### src/inc/ccr_pkg.sv
package ccr_pkg;
   // register addresses
   localparam logic [7:0] ADDR_CHARGER_CONTROL = 8'h17;
   localparam logic [7:0] ADDR_PIN_CONTROL = 8'h18;
   localparam logic [7:0] ADDR_POWER_PATH = 8'h19;
   // reset values
   localparam logic [7:0] RST_CHARGER_CONTROL = 8'hC9;
   localparam logic [7:0] RST_PIN_CONTROL = 8'hC0;
   localparam logic [7:0] RST_POWER_PATH = 8'h20;
   // writable bits of the power path register
   localparam logic [7:0] MASK_POWER_PATH = 8'hE1;
   // charger control fields
   localparam int RECHG_HI = 7;
   localparam int RECHG_LO = 6;
   localparam int BIT_WD_KICK = 5;
   localparam int BIT_CE_IGNORE = 4;
   localparam int BIT_CHG_WD_VAL = 3;
   localparam int BIT_HIZ = 2;
   localparam int BIT_BAT_SINK = 1;
   localparam int BIT_CHG_EN = 0;
   // pin control fields
   localparam int BIT_ICHG_PIN_EN = 7;
   localparam int BIT_ILIM_PIN_EN = 6;
   localparam int BIT_PG_DIS = 5;
   localparam int BIT_STAT_DIS = 4;
   localparam int BIT_FORCE_D = 3;
   localparam int BIT_FORCE_C = 2;
   localparam int BIT_FORCE_B = 1;
   localparam int BIT_FORCE_A = 0;
   // power path fields
   localparam int BIT_DEFAULTS = 7;
   localparam int BIT_IN_SINK = 6;
   localparam int BIT_PULSE_SKIP = 5;
   localparam int BIT_REVERSE = 0;
   // watchdog timing
   localparam longint CLK_HZ = 100000000;
   localparam longint WD_BASE_S = 40;
   localparam longint WD_BASE_CYCLES = WD_BASE_S * CLK_HZ;
   localparam logic [1:0] WATCHDOG_KICK_CODE = 2'h1;
endpackage : ccr_pkg

### src/verilog/ccr_bank.sv
`timescale 1ns/1ns
// Functional notes
// - bits 7:6 pick recharge threshold 93.0/94.3/95.2/97.6 percent; reset 11
// - writing 1 to watchdog_kick restarts watchdog, bit self-clears; 0 ignored
// - charge_pin_ignore set makes the charge-enable pin ignored; resets 0
// - watchdog expiry loads charge_enable from charge_enable_wd_value; value resets 1
// - high_impedance_enable cleared by register reset, watchdog, adapter plug-in
// - battery_load_sink_enable sinks current; cleared by register reset and watchdog
// - charge_enable enables charge; resets 1, reloaded on watchdog expiry
// - charge_current_pin_enable gates that pin; returns 1 on reset or watchdog
// - input_limit_pin_enable gates that pin; returns 1 on reset or watchdog
// - power_good_pin_disable stops power-good indication; resets 0
// - status_pins_disable stops status a and b functions; resets 0
// - force_status_d pulls pin d low only while charge_pin_ignore set
// - force_status_c pulls pin c low only while power_good_pin_disable set
// - force_status_a/b pull low only while status_pins_disable set
// - register_defaults_restore returns registers to defaults and self-clears
// - input_load_sink_enable cleared by register reset and watchdog
// - pulse_skip_enable resets 1, cleared on valid sync, host may reset
// - pulse skip off selects fixed-frequency light-load; host clears if low termination
// - reverse_mode_enable cleared by register reset, watchdog, adapter plug-in
// - watchdog code 00 off, 01/10/11 give 40/80/160 seconds
module ccr_bank #(
   parameter longint WD_BASE = ccr_pkg::WD_BASE_CYCLES
) (
   input wire logic clk,
   input wire logic rst_n,
   input wire logic wr_en,
   input wire logic rd_en,
   input wire logic [7:0] addr,
   input wire logic [7:0] wr_data,
   output logic [7:0] rd_data,
   input wire logic [1:0] watchdog_code,
   input wire logic adapter_plug_in,
   input wire logic sync_valid,
   input wire logic charge_enable_pin_n,
   input wire logic status_a_normal,
   input wire logic status_b_normal,
   input wire logic power_good_normal,
   output logic charge_active,
   output logic [1:0] recharge_threshold,
   output logic high_impedance_enable,
   output logic battery_load_sink_enable,
   output logic charge_current_pin_enable,
   output logic input_limit_pin_enable,
   output logic input_load_sink_enable,
   output logic pulse_skip_enable,
   output logic reverse_mode_enable,
   output logic watchdog_expired,
   output logic status_output_a_oe_n,
   output logic status_output_b_oe_n,
   output logic status_output_c_pin_oe_n,
   output logic status_output_d_pin_oe_n
);

   ////////////////////////////////////////////////////////////////////////////
   // pin synchronisers: second and third stages must agree
   logic [3:0] sync1_reg, sync2_reg, sync3_reg, pin_reg;
   logic [3:0] sync1_next, sync2_next, sync3_next, pin_next;
   logic [3:0] pins_raw;

   assign pins_raw = {sync_valid, adapter_plug_in, charge_enable_pin_n, 1'b0};

   always_comb
   begin
      sync1_next = pins_raw;
      sync2_next = sync1_reg;
      sync3_next = sync2_reg;
      pin_next = pin_reg;
      for (int i = 0; i < 4; i++)
      begin
         if (sync2_reg[i] == sync3_reg[i])
            pin_next[i] = sync3_reg[i];
      end
   end

   always_ff @(posedge clk)
   begin
      if (!rst_n)
      begin
         sync1_reg <= 4'h2; // idle levels, no false edge after reset
         sync2_reg <= 4'h2;
         sync3_reg <= 4'h2;
         pin_reg <= 4'h2;
      end
      else
      begin
         sync1_reg <= sync1_next;
         sync2_reg <= sync2_next;
         sync3_reg <= sync3_next;
         pin_reg <= pin_next;
      end
   end

   logic sync_seen_reg, plug_seen_reg;
   logic sync_rise, plug_rise;
   // rising edges on filtered pins
   assign sync_rise = pin_reg[3] & ~sync_seen_reg;
   assign plug_rise = pin_reg[2] & ~plug_seen_reg;

   always_ff @(posedge clk)
   begin
      if (!rst_n)
      begin
         sync_seen_reg <= 1'b0;
         plug_seen_reg <= 1'b0;
      end
      else
      begin
         sync_seen_reg <= pin_reg[3];
         plug_seen_reg <= pin_reg[2];
      end
   end

   ////////////////////////////////////////////////////////////////////////////
   // watchdog timer
   logic [40:0] wd_cnt_reg, wd_cnt_next;
   logic wd_exp_reg, wd_exp_next;
   logic [40:0] wd_limit;
   logic kick;

   always_comb
   begin
      case (watchdog_code)
         2'h1: wd_limit = 41'(WD_BASE);
         2'h2: wd_limit = 41'(WD_BASE * 2);
         2'h3: wd_limit = 41'(WD_BASE * 4);
         default: wd_limit = 41'h0;
      endcase
   end

   assign kick = wr_en && addr == ccr_pkg::ADDR_CHARGER_CONTROL
                 && wr_data[ccr_pkg::BIT_WD_KICK];

   always_comb
   begin
      wd_cnt_next = wd_cnt_reg + 41'h1;
      wd_exp_next = 1'b0;
      if (watchdog_code == 2'h0 || kick)
         wd_cnt_next = 41'h0;
      else if (wd_cnt_reg >= wd_limit - 41'h1)
      begin
         wd_cnt_next = 41'h0;
         wd_exp_next = 1'b1;
      end
   end

   always_ff @(posedge clk)
   begin
      if (!rst_n)
      begin
         wd_cnt_reg <= 41'h0;
         wd_exp_reg <= 1'b0;
      end
      else
      begin
         wd_cnt_reg <= wd_cnt_next;
         wd_exp_reg <= wd_exp_next;
      end
   end

   ////////////////////////////////////////////////////////////////////////////
   // register bank
   logic [7:0] cc_reg, cc_next, pc_reg, pc_next, pp_reg, pp_next;
   logic [7:0] rd_next;
   logic restore;

   assign restore = wr_en && addr == ccr_pkg::ADDR_POWER_PATH
                    && wr_data[ccr_pkg::BIT_DEFAULTS];

   always_comb
   begin
      cc_next = cc_reg;
      pc_next = pc_reg;
      pp_next = pp_reg;
      if (restore)
      begin
         cc_next = ccr_pkg::RST_CHARGER_CONTROL;
         pc_next = ccr_pkg::RST_PIN_CONTROL;
         pp_next = ccr_pkg::RST_POWER_PATH;
      end
      else
      begin
         if (wr_en && addr == ccr_pkg::ADDR_CHARGER_CONTROL)
            cc_next = wr_data;
         else if (wr_en && addr == ccr_pkg::ADDR_PIN_CONTROL)
            pc_next = wr_data;
         else if (wr_en && addr == ccr_pkg::ADDR_POWER_PATH)
            pp_next = wr_data & ccr_pkg::MASK_POWER_PATH;
         if (sync_rise)
            pp_next[ccr_pkg::BIT_PULSE_SKIP] = 1'b0;
         if (plug_rise)
         begin
            cc_next[ccr_pkg::BIT_HIZ] = 1'b0;
            pp_next[ccr_pkg::BIT_REVERSE] = 1'b0;
         end
         if (wd_exp_reg)
         begin
            cc_next[ccr_pkg::BIT_CHG_EN] = cc_reg[ccr_pkg::BIT_CHG_WD_VAL];
            cc_next[ccr_pkg::BIT_BAT_SINK] = 1'b0;
            cc_next[ccr_pkg::BIT_HIZ] = 1'b0;
            pc_next[ccr_pkg::BIT_ICHG_PIN_EN] = 1'b1;
            pc_next[ccr_pkg::BIT_ILIM_PIN_EN] = 1'b1;
            pp_next[ccr_pkg::BIT_IN_SINK] = 1'b0;
            pp_next[ccr_pkg::BIT_REVERSE] = 1'b0;
         end
      end
      cc_next[ccr_pkg::BIT_WD_KICK] = 1'b0;
      pp_next[ccr_pkg::BIT_DEFAULTS] = 1'b0;
   end

   // read mux
   always_comb
   begin
      rd_next = rd_data;
      if (rd_en)
      begin
         if (addr == ccr_pkg::ADDR_CHARGER_CONTROL)
            rd_next = cc_reg;
         else if (addr == ccr_pkg::ADDR_PIN_CONTROL)
            rd_next = pc_reg;
         else if (addr == ccr_pkg::ADDR_POWER_PATH)
            rd_next = pp_reg;
         else
            rd_next = 8'h00;
      end
   end

   always_ff @(posedge clk)
   begin
      if (!rst_n)
      begin
         cc_reg <= ccr_pkg::RST_CHARGER_CONTROL;
         pc_reg <= ccr_pkg::RST_PIN_CONTROL;
         pp_reg <= ccr_pkg::RST_POWER_PATH;
         rd_data <= 8'h00;
      end
      else
      begin
         cc_reg <= cc_next;
         pc_reg <= pc_next;
         pp_reg <= pp_next;
         rd_data <= rd_next;
      end
   end

   ////////////////////////////////////////////////////////////////////////////
   // registered outputs and pin drive
   logic [15:0] out_reg, out_next;

   always_comb
   begin
      out_next[1:0] = cc_reg[ccr_pkg::RECHG_HI:ccr_pkg::RECHG_LO];
      // pin ignored or low-active pin asserted
      out_next[2] = cc_reg[ccr_pkg::BIT_CHG_EN]
                    & (cc_reg[ccr_pkg::BIT_CE_IGNORE] | ~pin_reg[1]);
      out_next[3] = cc_reg[ccr_pkg::BIT_HIZ];
      out_next[4] = cc_reg[ccr_pkg::BIT_BAT_SINK];
      out_next[5] = pc_reg[ccr_pkg::BIT_ICHG_PIN_EN];
      out_next[6] = pc_reg[ccr_pkg::BIT_ILIM_PIN_EN];
      out_next[7] = pp_reg[ccr_pkg::BIT_IN_SINK];
      out_next[8] = pp_reg[ccr_pkg::BIT_PULSE_SKIP];
      out_next[9] = pp_reg[ccr_pkg::BIT_REVERSE];
      out_next[10] = wd_exp_reg;
      if (pc_reg[ccr_pkg::BIT_STAT_DIS])
      begin
         out_next[11] = ~pc_reg[ccr_pkg::BIT_FORCE_A];
         out_next[12] = ~pc_reg[ccr_pkg::BIT_FORCE_B];
      end
      else
      begin
         out_next[11] = ~status_a_normal;
         out_next[12] = ~status_b_normal;
      end
      if (pc_reg[ccr_pkg::BIT_PG_DIS])
         out_next[13] = ~pc_reg[ccr_pkg::BIT_FORCE_C];
      else
         out_next[13] = ~power_good_normal;
      // pin d forced only when pin ignored
      out_next[14] = ~(cc_reg[ccr_pkg::BIT_CE_IGNORE] & pc_reg[ccr_pkg::BIT_FORCE_D]);
      out_next[15] = 1'b0;
   end

   always_ff @(posedge clk)
   begin
      if (!rst_n)
         out_reg <= 16'h7963;
      else
         out_reg <= out_next;
   end

   assign recharge_threshold = out_reg[1:0];
   assign charge_active = out_reg[2];
   assign high_impedance_enable = out_reg[3];
   assign battery_load_sink_enable = out_reg[4];
   assign charge_current_pin_enable = out_reg[5];
   assign input_limit_pin_enable = out_reg[6];
   assign input_load_sink_enable = out_reg[7];
   assign pulse_skip_enable = out_reg[8];
   assign reverse_mode_enable = out_reg[9];
   assign watchdog_expired = out_reg[10];
   assign status_output_a_oe_n = out_reg[11];
   assign status_output_b_oe_n = out_reg[12];
   assign status_output_c_pin_oe_n = out_reg[13];
   assign status_output_d_pin_oe_n = out_reg[14];

   ////////////////////////////////////////////////////////////////////////////
   // assertions
   property p_kick_clear;
      @(posedge clk) disable iff (!rst_n)
         kick |=> !cc_reg[ccr_pkg::BIT_WD_KICK] && wd_cnt_reg == 41'h0;
   endproperty
   a_kick_clear: assert property (p_kick_clear) else $error("kick bit stuck");

   property p_restore;
      @(posedge clk) disable iff (!rst_n)
         restore |=> cc_reg == ccr_pkg::RST_CHARGER_CONTROL && pc_reg == ccr_pkg::RST_PIN_CONTROL
         && pp_reg == ccr_pkg::RST_POWER_PATH;
   endproperty
   a_restore: assert property (p_restore) else $error("defaults not restored");

   property p_wd_chg;
      @(posedge clk) disable iff (!rst_n)
         wd_exp_reg && !restore |=> cc_reg[0] == $past(cc_reg[3]) && !cc_reg[1] && !cc_reg[2];
   endproperty
   a_wd_chg: assert property (p_wd_chg) else $error("watchdog reload wrong");

   property p_wd_pins;
      @(posedge clk) disable iff (!rst_n)
         wd_exp_reg |=> pc_reg[7] && pc_reg[6] && !pp_reg[6] && !pp_reg[0];
   endproperty
   a_wd_pins: assert property (p_wd_pins) else $error("watchdog pin reset wrong");

   property p_reserved;
      @(posedge clk) disable iff (!rst_n) pp_reg[4:1] == 4'h0;
   endproperty
   a_reserved: assert property (p_reserved) else $error("reserved bits set");

   property p_force_d;
      @(posedge clk) disable iff (!rst_n)
         !cc_reg[ccr_pkg::BIT_CE_IGNORE] |=> status_output_d_pin_oe_n;
   endproperty
   a_force_d: assert property (p_force_d) else $error("pin d forced wrongly");

   property p_plug;
      @(posedge clk) disable iff (!rst_n)
         plug_rise && !restore |=> !cc_reg[2] && !pp_reg[0];
   endproperty
   a_plug: assert property (p_plug) else $error("plug-in clear missed");

   property p_sync;
      @(posedge clk) disable iff (!rst_n) sync_rise && !restore |=> !pp_reg[5];
   endproperty
   a_sync: assert property (p_sync) else $error("sync clear missed");

   c_wd: cover property (@(posedge clk) disable iff (!rst_n) wd_exp_reg);
   c_restore: cover property (@(posedge clk) disable iff (!rst_n) restore);
   c_force_a: cover property (@(posedge clk) disable iff (!rst_n) !status_output_a_oe_n);

endmodule : ccr_bank

### config.mk
export PLATFORM = sky130hd
export DESIGN_NAME = ccr_bank
export DESIGN_NICKNAME = d
export VERILOG_FILES = /design/src/inc/ccr_pkg.sv /design/src/verilog/ccr_bank.sv
export SDC_FILE = /design/constraint.sdc
export NUM_CORES = 1
export LEC_CHECK = 0
export ABC_AREA = 1
export BUFFER_PORTS_ARGS = -buffer_cell sky130_fd_sc_hd__buf_2
export CAP_MARGIN = 40
export CELL_PAD_IN_SITES_DETAIL_PLACEMENT = 1
export CELL_PAD_IN_SITES_GLOBAL_PLACEMENT = 1
export CORE_MARGIN = 2
export CORE_UTILIZATION = 43
export CTS_CLUSTER_SIZE = 16
export DETAILED_ROUTE_END_ITERATION = 16
export GPL_ROUTABILITY_DRIVEN = 0
export PLACE_DENSITY_LB_ADDON = 0.2
export SLEW_MARGIN = 20
export SYNTH_ARGS = -nofsm -noshare
export SYNTH_HDL_FRONTEND = slang
export SYNTH_SLANG_ARGS = --single-unit
### constraint.sdc
create_clock -name clk -period 3 [get_ports clk]
set_clock_uncertainty 0.2 [all_clocks]
set_input_delay 0.6 -clock clk [delete_from_list [all_inputs] [get_ports clk]]
set_output_delay 0.6 -clock clk [all_outputs]
set_load 0.02 [all_outputs]
==> impl_metrics.json, run 1 <==
{
  "hp-start": "cc_reg[4]$_SDFFE_PP0P_",
  "powerDensity_nw_per_um2": 430,
  "path_cells": "buf_2, inv_1, ha_1, inv_1, ha_1, nand2_1, nor2_1, nand2_1, nor2_1, nand3_1, nand2_1, nor2_2, nand4_4, buf_12, nor2_1",
  "hpwl_mm": 12.1,
  "min_period_ns": 2.62,
  "hold_path_depth": 1,
  "path_buf_inv": 4,
  "grt_antenna_before_repair": 0,
  "cts_setup_buffers": 0,
  "clock-sinks": 97,
  "finalPower_uw": 2540,
  "cts.root.buffer_cell": "clkbuf_16",
  "grt_max_degree": 23,
  "via_per_inst": 5.10,
  "num_rows": 40,
  "peakVddDrop_mv": 0.337,
  "area_growth_pct": 13.4,
  "instances_no_fill": 934,
  "synth_nets": 791,
  "drcViolationCount": 0,
  "critPathTopFamily": "simple AND/OR/NAND/NOR gates",
  "setup_tns_ns": 0,
  "drv_slew": 0,
  "final_common_cell": "nand2_1",
  "initial_core_util": 0.437,
  "setup_violations": 0,
  "p_seq_frac": 0.515,
  "insertion_delay_ns": 0.35,
  "worstSetupPathType": "primary input to flip-flop",
  "hold_class": "flip-flop to flip-flop",
  "synth_seq_area_share": 0.373,
  "status": "finished clean",
  "die_area_um2": 13000,
  "power_leakage_uw": 0.00253,
  "avgRoutedWirePerCell_um": 15.7,
  "largest_register_ffs": 41,
  "cts_buffer_depth": 2,
  "rsz0062_at_grt": "false",
  "cts-htree-levels": 3,
  "reg2regPathDepth": 11,
  "r2r_start": "wd_cnt_reg[0]$_SDFF_PP0_",
  "final_nets": 848,
  "swShare": 0.244,
  "antennaDiodeCount": 0,
  "syn_avg_cell_area_um2": 7.17,
  "die_w_um": 114,
  "max_stage_delay_ns": 0.37,
  "slew_headroom": 0.703,
  "syn_area_um2": 5210,
  "worst_ep_arrival_time_ns": 2.67,
  "multi_input_area_um2": 2780,
  "r2r_end": "wd_cnt_reg[14]$_SDFF_PP0_",
  "io_buffer_count": 50,
  "ioPinCount": 51,
  "maxCapViolCount": 0,
  "synth.ff_latch_count": 97,
  "clk_pin_slew_worst_paths_ns": 0.07,
  "min_period_over_period": 0.874,
  "endpoint_kind": "flip-flop",
  "drtIter0Drc": 213,
  "dr.pass1.iters": 5,
  "drt_wl_total_mm": 14.7,
  "nFillCells": 1562,
  "layout_common_cells": "nand2_1, nor2_1, inv_1, dfxtp_1, buf_2",
  "cts_tree": "built",
  "synth_cell_types": 33,
  "fmax_mhz": 381,
  "start_kind": "primary input",
  "hold_buffers": 0,
  "core_area_um2": 11900,
  "switchingPower_uw": 619,
  "cts_resized": 0,
  "first_global_vias": 4830,
  "pwr-share-comb": 0.063,
  "vias": 4759,
  "grt_overflow": 0,
  "hold_slack_ns": 0.209,
  "ff_latch_area_um2": 1940,
  "reg2reg_slack_ns": 0.80,
  "clock_power_share": 0.422,
  "hold_path_end": "out_reg[14]$_SDFF_PN1_",
  "track_usage": 0.238,
  "die_y_um": 114,
  "worstPathMaxFanout": 22,
  "tightest_slew_ns": 0.443,
  "drive_gt1_frac": 0.137,
  "grt_pass1_wl_mm": 23.8,
  "cp.required_ns": 3.05,
  "dp.cells": 919,
  "cts_buffers": 9,
  "hold_violations": 0,
  "ant_nets": 0,
  "slowest_stage": "ha_1",
  "yosysWarningCount": 0,
  "intPower_uw": 1920,
  "synthCells": 726
}
[power by group through the flow]
stage,clock network [uW],logic (uW),registers [uW]
after floorplan,0,94.1,1340
after global placement,0,152,1340
final,1070,160,1310
after CTS,1110,162,1310
after detailed placement,0,161,1340
after global routing,1160,180,1310
[routing by layer]
layer | vias up | track usage | routed length (um)
met5 | - | 0 | 0
met4 | 0 | 0.0813 | 267
met3 | 22 | 0.0414 | 646
met2 | 79 | 0.383 | 6690
met1 | 2277 | 0.323 | 7080
li1 | 2381 | - | -
[Yosys cell counts]
cell type	instances	area, um2
nand2_1	180	676
nor2_1	108	405
inv_1	104	390
dfxtp_1	97	1940
ha_1	37	463
a21oi_1	28	140
nand3_1	25	125
xor2_1	23	201
o21ai_0	18	90.1
nor2_2	17	106
xnor2_1	15	131
nor3_1	13	65.1
nand4_1	7	43.8
a211oi_1	6	45.0
o211ai_1	6	45.0
buf_6	5	56.3
clkbuf_1	5	18.8
inv_2	4	15.0
nand2_2	4	25.0
nand3_2	3	30.0
nand3b_1	3	22.5
nor2_4	3	33.8
or2_2	3	18.8
o21bai_1	2	15.0
o22ai_1	2	12.5
a21boi_0	1	7.51
a21o_1	1	7.51
nand4_4	1	21.3
nor2b_1	1	6.26
nor3_4	1	16.3
o21ai_1	1	5.00
o21ai_4	1	16.3
o221ai_1	1	8.76
[area by class of cell]
type                    instances  area share
flip-flops and latches         97       0.329
inverters                     108      0.0686
clock buffers                   9      0.0381
clock inverters                 6     0.00763
multi-input cells             511       0.471
well taps                     147      0.0311
repair buffers                 56      0.0542
[cell families (layout without fill, tap and decap cells)]
family                   Yosys count  count (layout)  share of synthesized area
AND/OR/NAND/NOR                  369             369                      0.306
buffers and inverters            118             179                     0.0923
flip-flops                        97              97                      0.373
AO/OA/AOI/OAI                     67              67                     0.0755
XOR/XNOR                          38              38                     0.0639
adder cells (fa/ha/maj)           37              37                     0.0889
[worst max path at each step]
| stage | start | end | slack, ns | cells past startpoint |
|---|---|---|---|---|
| detailed placement | watchdog_code[1] | wd_cnt_reg[14]$_SDFF_PP0_ | 0.02 | 15 |
| floorplan | watchdog_code[1] | wd_cnt_reg[0]$_SDFF_PP0_ | 0.48 | 14 |
| global placement | watchdog_code[1] | wd_cnt_reg[1]$_SDFF_PP0_ | 0.17 | 15 |
| finish | watchdog_code[1] | wd_cnt_reg[14]$_SDFF_PP0_ | 0.38 | 15 |
| CTS | watchdog_code[1] | wd_cnt_reg[16]$_SDFF_PP0_ | 0.38 | 15 |
| global route | watchdog_code[1] | wd_cnt_reg[12]$_SDFF_PP0_ | 0.19 | 15 |
[per-stage QoR]
step / worst slack (ns) / cell area, um2 / util
after floorplan: 0.478 / 5210 / -
after global placement: 0.174 / 5640 / 0.473
after detailed placement: 0.0233 / 5640 / 0.473
after CTS: 0.379 / 5910 / 0.496
after global routing: 0.190 / 5910 / 0.496
final: 0.378 / 5910 / 0.496
No activity file was read; power rests on OpenSTA's default activity.
==> run 2: changes to the inputs <==
--- a/config.mk
+++ b/config.mk
@@ -11,7 +11,8 @@
 export CELL_PAD_IN_SITES_DETAIL_PLACEMENT = 1
 export CELL_PAD_IN_SITES_GLOBAL_PLACEMENT = 1
 export CORE_MARGIN = 2
-export CORE_UTILIZATION = 43
+export CORE_UTILIZATION = 45
+export CTS_BUF_LIST = sky130_fd_sc_hd__clkbuf_2 sky130_fd_sc_hd__clkbuf_4 sky130_fd_sc_hd__clkbuf_8
 export CTS_CLUSTER_SIZE = 16
 export DETAILED_ROUTE_END_ITERATION = 16
 export GPL_ROUTABILITY_DRIVEN = 0
==> impl_metrics.json, run 2 (same netlist as run 1, synthesis figures left out) <==
{
  "hold_slack_ns": 0.178,
  "core_area_um2": 11400,
  "first_global_vias": 4979,
  "cts_resized": 0,
  "grt_antenna_before_repair": 0,
  "vias": 4747,
  "initial_core_util": 0.458,
  "cts_buffer_depth": 2,
  "via_per_inst": 5.10,
  "maxCapViolCount": 0,
  "path_cells": "buf_2, inv_1, ha_1, inv_1, ha_1, nand2_1, inv_1, nand2_1, nand2_1, a21oi_1, nand2_1, nor2_2, nand4_4, buf_12, nor2_1",
  "cp_num_cells": 15,
  "grt_pass1_wl_mm": 25.0,
  "die_y_um": 112,
  "clk_pin_slew_worst_paths_ns": 0.09,
  "endpoint_kind": "flip-flop",
  "critPathMostFrequentCell": "nand2_1",
  "powerDensity_nw_per_um2": 389,
  "path_buf_inv": 5,
  "insertion_delay_ns": 0.39,
  "slowest_stage": "ha_1",
  "largest_register_ffs": 41,
  "multi_input_area_um2": 2780,
  "clock-sinks": 97,
  "final_nets": 848,
  "reg2reg_slack_ns": 0.75,
  "fin_ws_ns": 0.414,
  "critPathTopFamily": "buffers and inverters",
  "cp.required_ns": 3.13,
  "fmax_mhz": 387,
  "place_ws_ns": 0.0228,
  "nFillCells": 1534,
  "setup_tns_ns": 0,
  "die_area_um2": 12400,
  "layout_common_cells": "nand2_1, nor2_1, inv_1, dfxtp_1, buf_2",
  "r2r_end": "wd_cnt_reg[4]$_SDFF_PP0_",
  "start_kind": "primary input",
  "ant_nets": 0,
  "grt_max_degree": 22,
  "min_period_ns": 2.59,
  "final_common_cell": "nand2_1",
  "max_stage_delay_ns": 0.34,
  "cts_buffers": 9,
  "hold_buffers": 0,
  "ff_latch_area_um2": 1940,
  "setup_violations": 0,
  "drv_slew": 0,
  "drive_gt1_frac": 0.137,
  "endpoint": "wd_cnt_reg[12]$_SDFF_PP0_",
  "hold_class": "primary input to flip-flop",
  "dr.pass1.iters": 4,
  "cts.root.buffer_cell": "clkbuf_8",
  "track_usage": 0.255,
  "antennaDiodeCount": 0,
  "area_growth_pct": 11.4,
  "peakVddDrop_mv": 0.260,
  "finalPower_uw": 2260,
  "cts_tree": "built",
  "tightest_slew_ns": 0.487,
  "rsz0062_at_grt": "false",
  "io_buffer_count": 50,
  "drtIter0Drc": 321,
  "drt_wl_total_mm": 15.0,
  "power_leakage_uw": 0.00249,
  "worstSetupPathType": "primary input to flip-flop",
  "die_w_um": 112,
  "reg2regPathDepth": 11,
  "min_period_over_period": 0.862,
  "avgRoutedWirePerCell_um": 16.1,
  "status": "finished clean",
  "hpwl_mm": 12.2,
  "hold_violations": 0,
  "num_rows": 39,
  "ioPinCount": 51,
  "grt_overflow": 0,
  "slew_headroom": 0.673,
  "worst_ep_arrival_time_ns": 2.71,
  "drcViolationCount": 0,
  "cts_setup_buffers": 0,
  "worstPathMaxFanout": 21,
  "r2r_start": "wd_cnt_reg[0]$_SDFF_PP0_",
  "crit_start": "watchdog_code[1]",
  "cts-htree-levels": 3
}
==> run 2: cell type report <==
class | instances | area share
clock inverter | 4 | 0.00518
clock buffer | 11 | 0.0239
multi-input combinational | 511 | 0.480
timing repair buffer | 56 | 0.0552
tap | 143 | 0.0309
inverter | 108 | 0.0699
sequential | 97 | 0.335
==> run 2: metal layers <==
| layer | share of wire | vias to the layer above | track usage |
|---|---|---|---|
| met5 | 0 | - | 0 |
| met4 | 0.017 | 0 | 0.0815 |
| met3 | 0.043 | 23 | 0.0441 |
| met2 | 0.46 | 83 | 0.411 |
| met1 | 0.48 | 2268 | 0.350 |
| li1 | - | 2373 | - |
==> run 2: how the worst min path moves through the flow <==
stage | startpoint | to | slack [ns] | cells past startpoint
global route | charge_enable_pin_n | sync1_reg[1]$_SDFF_PN1_ | 0.18 | 2
floorplan | cc_reg[4]$_SDFFE_PP0P_ | out_reg[14]$_SDFF_PN1_ | 0.18 | 1
global placement | sync1_reg[3]$_SDFF_PN0_ | sync2_reg[3]$_SDFF_PN0_ | 0.20 | 2
finish | status_a_normal | out_reg[11]$_SDFF_PN1_ | 0.18 | 2
CTS | status_a_normal | out_reg[11]$_SDFF_PN1_ | 0.17 | 2
detailed placement | sync1_reg[2]$_SDFF_PN0_ | sync2_reg[2]$_SDFF_PN0_ | 0.20 | 2
==> run 2: worst reg2reg max path, cell delays in order, from the launching register on <==
cell and delay (ns):
dfxtp_1 0.49, ha_1 0.33, nand3_2 0.18, inv_1 0.15
nand2_2 0.11, inv_2 0.07, nand3b_1 0.08, nor2_1 0.14
nor2_2 0.07, nand4_4 0.09, buf_12 0.18, nor2_1 0.07
==> run 2: metrics by stage <==
| stage | cells | utilization | instance area (um2) |
|---|---|---|---|
| global placement | 915 | 0.495 | 5630 |
| detailed placement | 915 | 0.495 | 5630 |
| CTS | 930 | 0.510 | 5800 |
| global route | 930 | 0.510 | 5800 |
| finish | 930 | 0.510 | 5800 |
| floorplan | 726 | - | 5210 |
==> run 2: where the power goes <==
group	switching (uW)	internal (uW)
combinational	102	59.5
sequential	7.80	1300
clock	468	319
total	578	1680
==> run 3: changes to the inputs <==
--- a/config.mk
+++ b/config.mk
@@ -10,7 +10,7 @@
 export CAP_MARGIN = 40
 export CELL_PAD_IN_SITES_DETAIL_PLACEMENT = 1
 export CELL_PAD_IN_SITES_GLOBAL_PLACEMENT = 1
-export CORE_MARGIN = 2
+export CORE_MARGIN = 8
 export CORE_UTILIZATION = 45
 export CTS_BUF_LIST = sky130_fd_sc_hd__clkbuf_2 sky130_fd_sc_hd__clkbuf_4 sky130_fd_sc_hd__clkbuf_8
 export CTS_CLUSTER_SIZE = 16
==> impl_metrics.json, run 3 (same netlist as run 1, synthesis figures left out) <==
{
  "status": "finished clean",
  "r2r_start": "wd_cnt_reg[0]$_SDFF_PP0_",
  "worst_ep_arrival_time_ns": 2.63,
  "ioPinCount": 51,
  "largest_register_ffs": 41,
  "hp-start": "status_a_normal",
  "drv_slew": 0,
  "vias": 4749,
  "powerDensity_nw_per_um2": 391,
  "cp.required_ns": 3.06,
  "cts_tree": "built",
  "tightest_slew_ns": 0.471,
  "worstSetupPathType": "primary input to flip-flop",
  "avgRoutedWirePerCell_um": 16.2,
  "cts_buffer_depth": 2,
  "grt_pass1_wl_mm": 24.3,
  "pwr-share-comb": 0.071,
  "insertion_delay_ns": 0.37,
  "setup_tns_ns": 0,
  "cts-htree-levels": 3,
  "drtIter0Drc": 246,
  "drcViolationCount": 0,
  "fin_ws_ns": 0.429,
  "final_nets": 848,
  "min_period_over_period": 0.857,
  "critPathTopFamily": "simple AND/OR/NAND/NOR gates",
  "core_area_um2": 11400,
  "ant_nets": 0,
  "grt_antenna_before_repair": 0,
  "track_usage": 0.205,
  "dp.cells": 915,
  "antennaDiodeCount": 0,
  "rsz0062_at_grt": "false",
  "reg2reg_slack_ns": 0.73,
  "instances_no_fill": 930,
  "die_area_um2": 15300,
  "min_period_ns": 2.57,
  "clk_pin_slew_worst_paths_ns": 0.10,
  "die_w_um": 124,
  "switchingPower_uw": 569,
  "final_common_cell": "nand2_1",
  "hpwl_mm": 12.4,
  "drive_gt1_frac": 0.137,
  "slowest_stage": "ha_1",
  "cts.root.buffer_cell": "clkbuf_8",
  "path_cells": "buf_2, inv_1, ha_1, inv_1, ha_1, nand2_1, nor2_1, nand2_1, nor2_1, nand3_1, nand2_1, nor2_2, nand4_4, buf_12, nor2_1",
  "clock-sinks": 97,
  "power_leakage_uw": 0.00249,
  "fin_util": 0.511,
  "slew_headroom": 0.684,
  "io_buffer_count": 50,
  "cts_setup_buffers": 0,
  "hold_buffers": 0,
  "cts_buffers": 9,
  "grt_overflow": 0,
  "endpoint_kind": "flip-flop",
  "first_global_vias": 4943,
  "hold_path_depth": 2,
  "hold_class": "primary input to flip-flop",
  "num_rows": 39,
  "area_growth_pct": 11.6,
  "clock_power_share": 0.354,
  "max_stage_delay_ns": 0.38,
  "swShare": 0.251,
  "layout_common_cells": "nand2_1, nor2_1, inv_1, dfxtp_1, buf_2",
  "via_per_inst": 5.11,
  "drt_wl_total_mm": 15.0,
  "maxCapViolCount": 0,
  "fmax_mhz": 389,
  "hold_violations": 0,
  "r2r_end": "wd_cnt_reg[3]$_SDFF_PP0_",
  "grt_max_degree": 22,
  "reg2regPathDepth": 11,
  "die_y_um": 124,
  "worstPathMaxFanout": 20,
  "path_buf_inv": 4,
  "dr.pass1.iters": 4,
  "peakVddDrop_mv": 0.280,
  "hold_path_end": "out_reg[11]$_SDFF_PN1_",
  "place_ws_ns": 0.0734,
  "initial_core_util": 0.458,
  "setup_violations": 0,
  "p_seq_frac": 0.575,
  "start_kind": "primary input",
  "intPower_uw": 1700,
  "nFillCells": 1508,
  "cts_resized": 0
}
run 3: cell types whose count changed in the layout (fill, tap and decap cells not counted):
cell / before / now
clkbuf_8: 9 / 10
clkinv_2: 1 / 0
run 3: how the worst max path moves through the flow:
stage                     startpoint                        end  slack [ns]  cells past startpoint
global route        watchdog_code[1]  wd_cnt_reg[20]$_SDFF_PP0_        0.23                     15
floorplan           watchdog_code[1]   wd_cnt_reg[0]$_SDFF_PP0_        0.48                     14
global placement    watchdog_code[1]   wd_cnt_reg[5]$_SDFF_PP0_        0.18                     15
detailed placement  watchdog_code[1]  wd_cnt_reg[20]$_SDFF_PP0_        0.07                     15
CTS                 watchdog_code[1]  wd_cnt_reg[20]$_SDFF_PP0_        0.45                     15
finish              watchdog_code[1]   wd_cnt_reg[3]$_SDFF_PP0_        0.43                     15
run 3: cell type report:
type	count	area, um2	area share
Clock buffer	12	153	0.0263
Clock inverter	3	25.0	0.00431
Inverter	108	405	0.0698
Multi-Input combinational cell	511	2780	0.479
Sequential cell	97	1940	0.334
Tap cell	143	179	0.0308
Timing Repair Buffer	56	320	0.0551
run 3: worst register-to-register path, cell delays in order, from the launching register on:
cell	delay, ns
dfxtp_1	0.48
ha_1	0.31
nand3_2	0.19
inv_1	0.16
nand2_2	0.11
inv_2	0.07
nand3b_1	0.08
nor2_1	0.14
nor2_2	0.07
nand4_4	0.10
buf_12	0.18
nor2_1	0.07
run 3: routing by layer:
layer / part of all wire / vias to the layer above / GRT usage
met4: 0.011 / 0 / 0.0564
met2: 0.47 / 92 / 0.340
met3: 0.055 / 16 / 0.0329
met5: 0 / - / 0
li1: - / 2366 / -
met1: 0.47 / 2275 / 0.270
run 3: stage by stage:
step           hold WS (ns)  total power, uW  instance area, um2
2_1_floorplan         0.181             1430                5210
3_3_place_gp          0.192             1490                5630
3_5_place_dp          0.204             1500                5630
4_1_cts               0.182             2290                5810
5_1_grt               0.185             2350                5810
6_report              0.197             2270                5810
run 3: power groups by stage:
stage / combinational [uW] / sequential (uW) / clock, uW
after floorplan: 94.1 / 1340 / 0
after global placement: 152 / 1340 / 0
after detailed placement: 161 / 1340 / 0
after CTS: 162 / 1310 / 822
after global routing: 178 / 1310 / 862
final: 160 / 1310 / 803
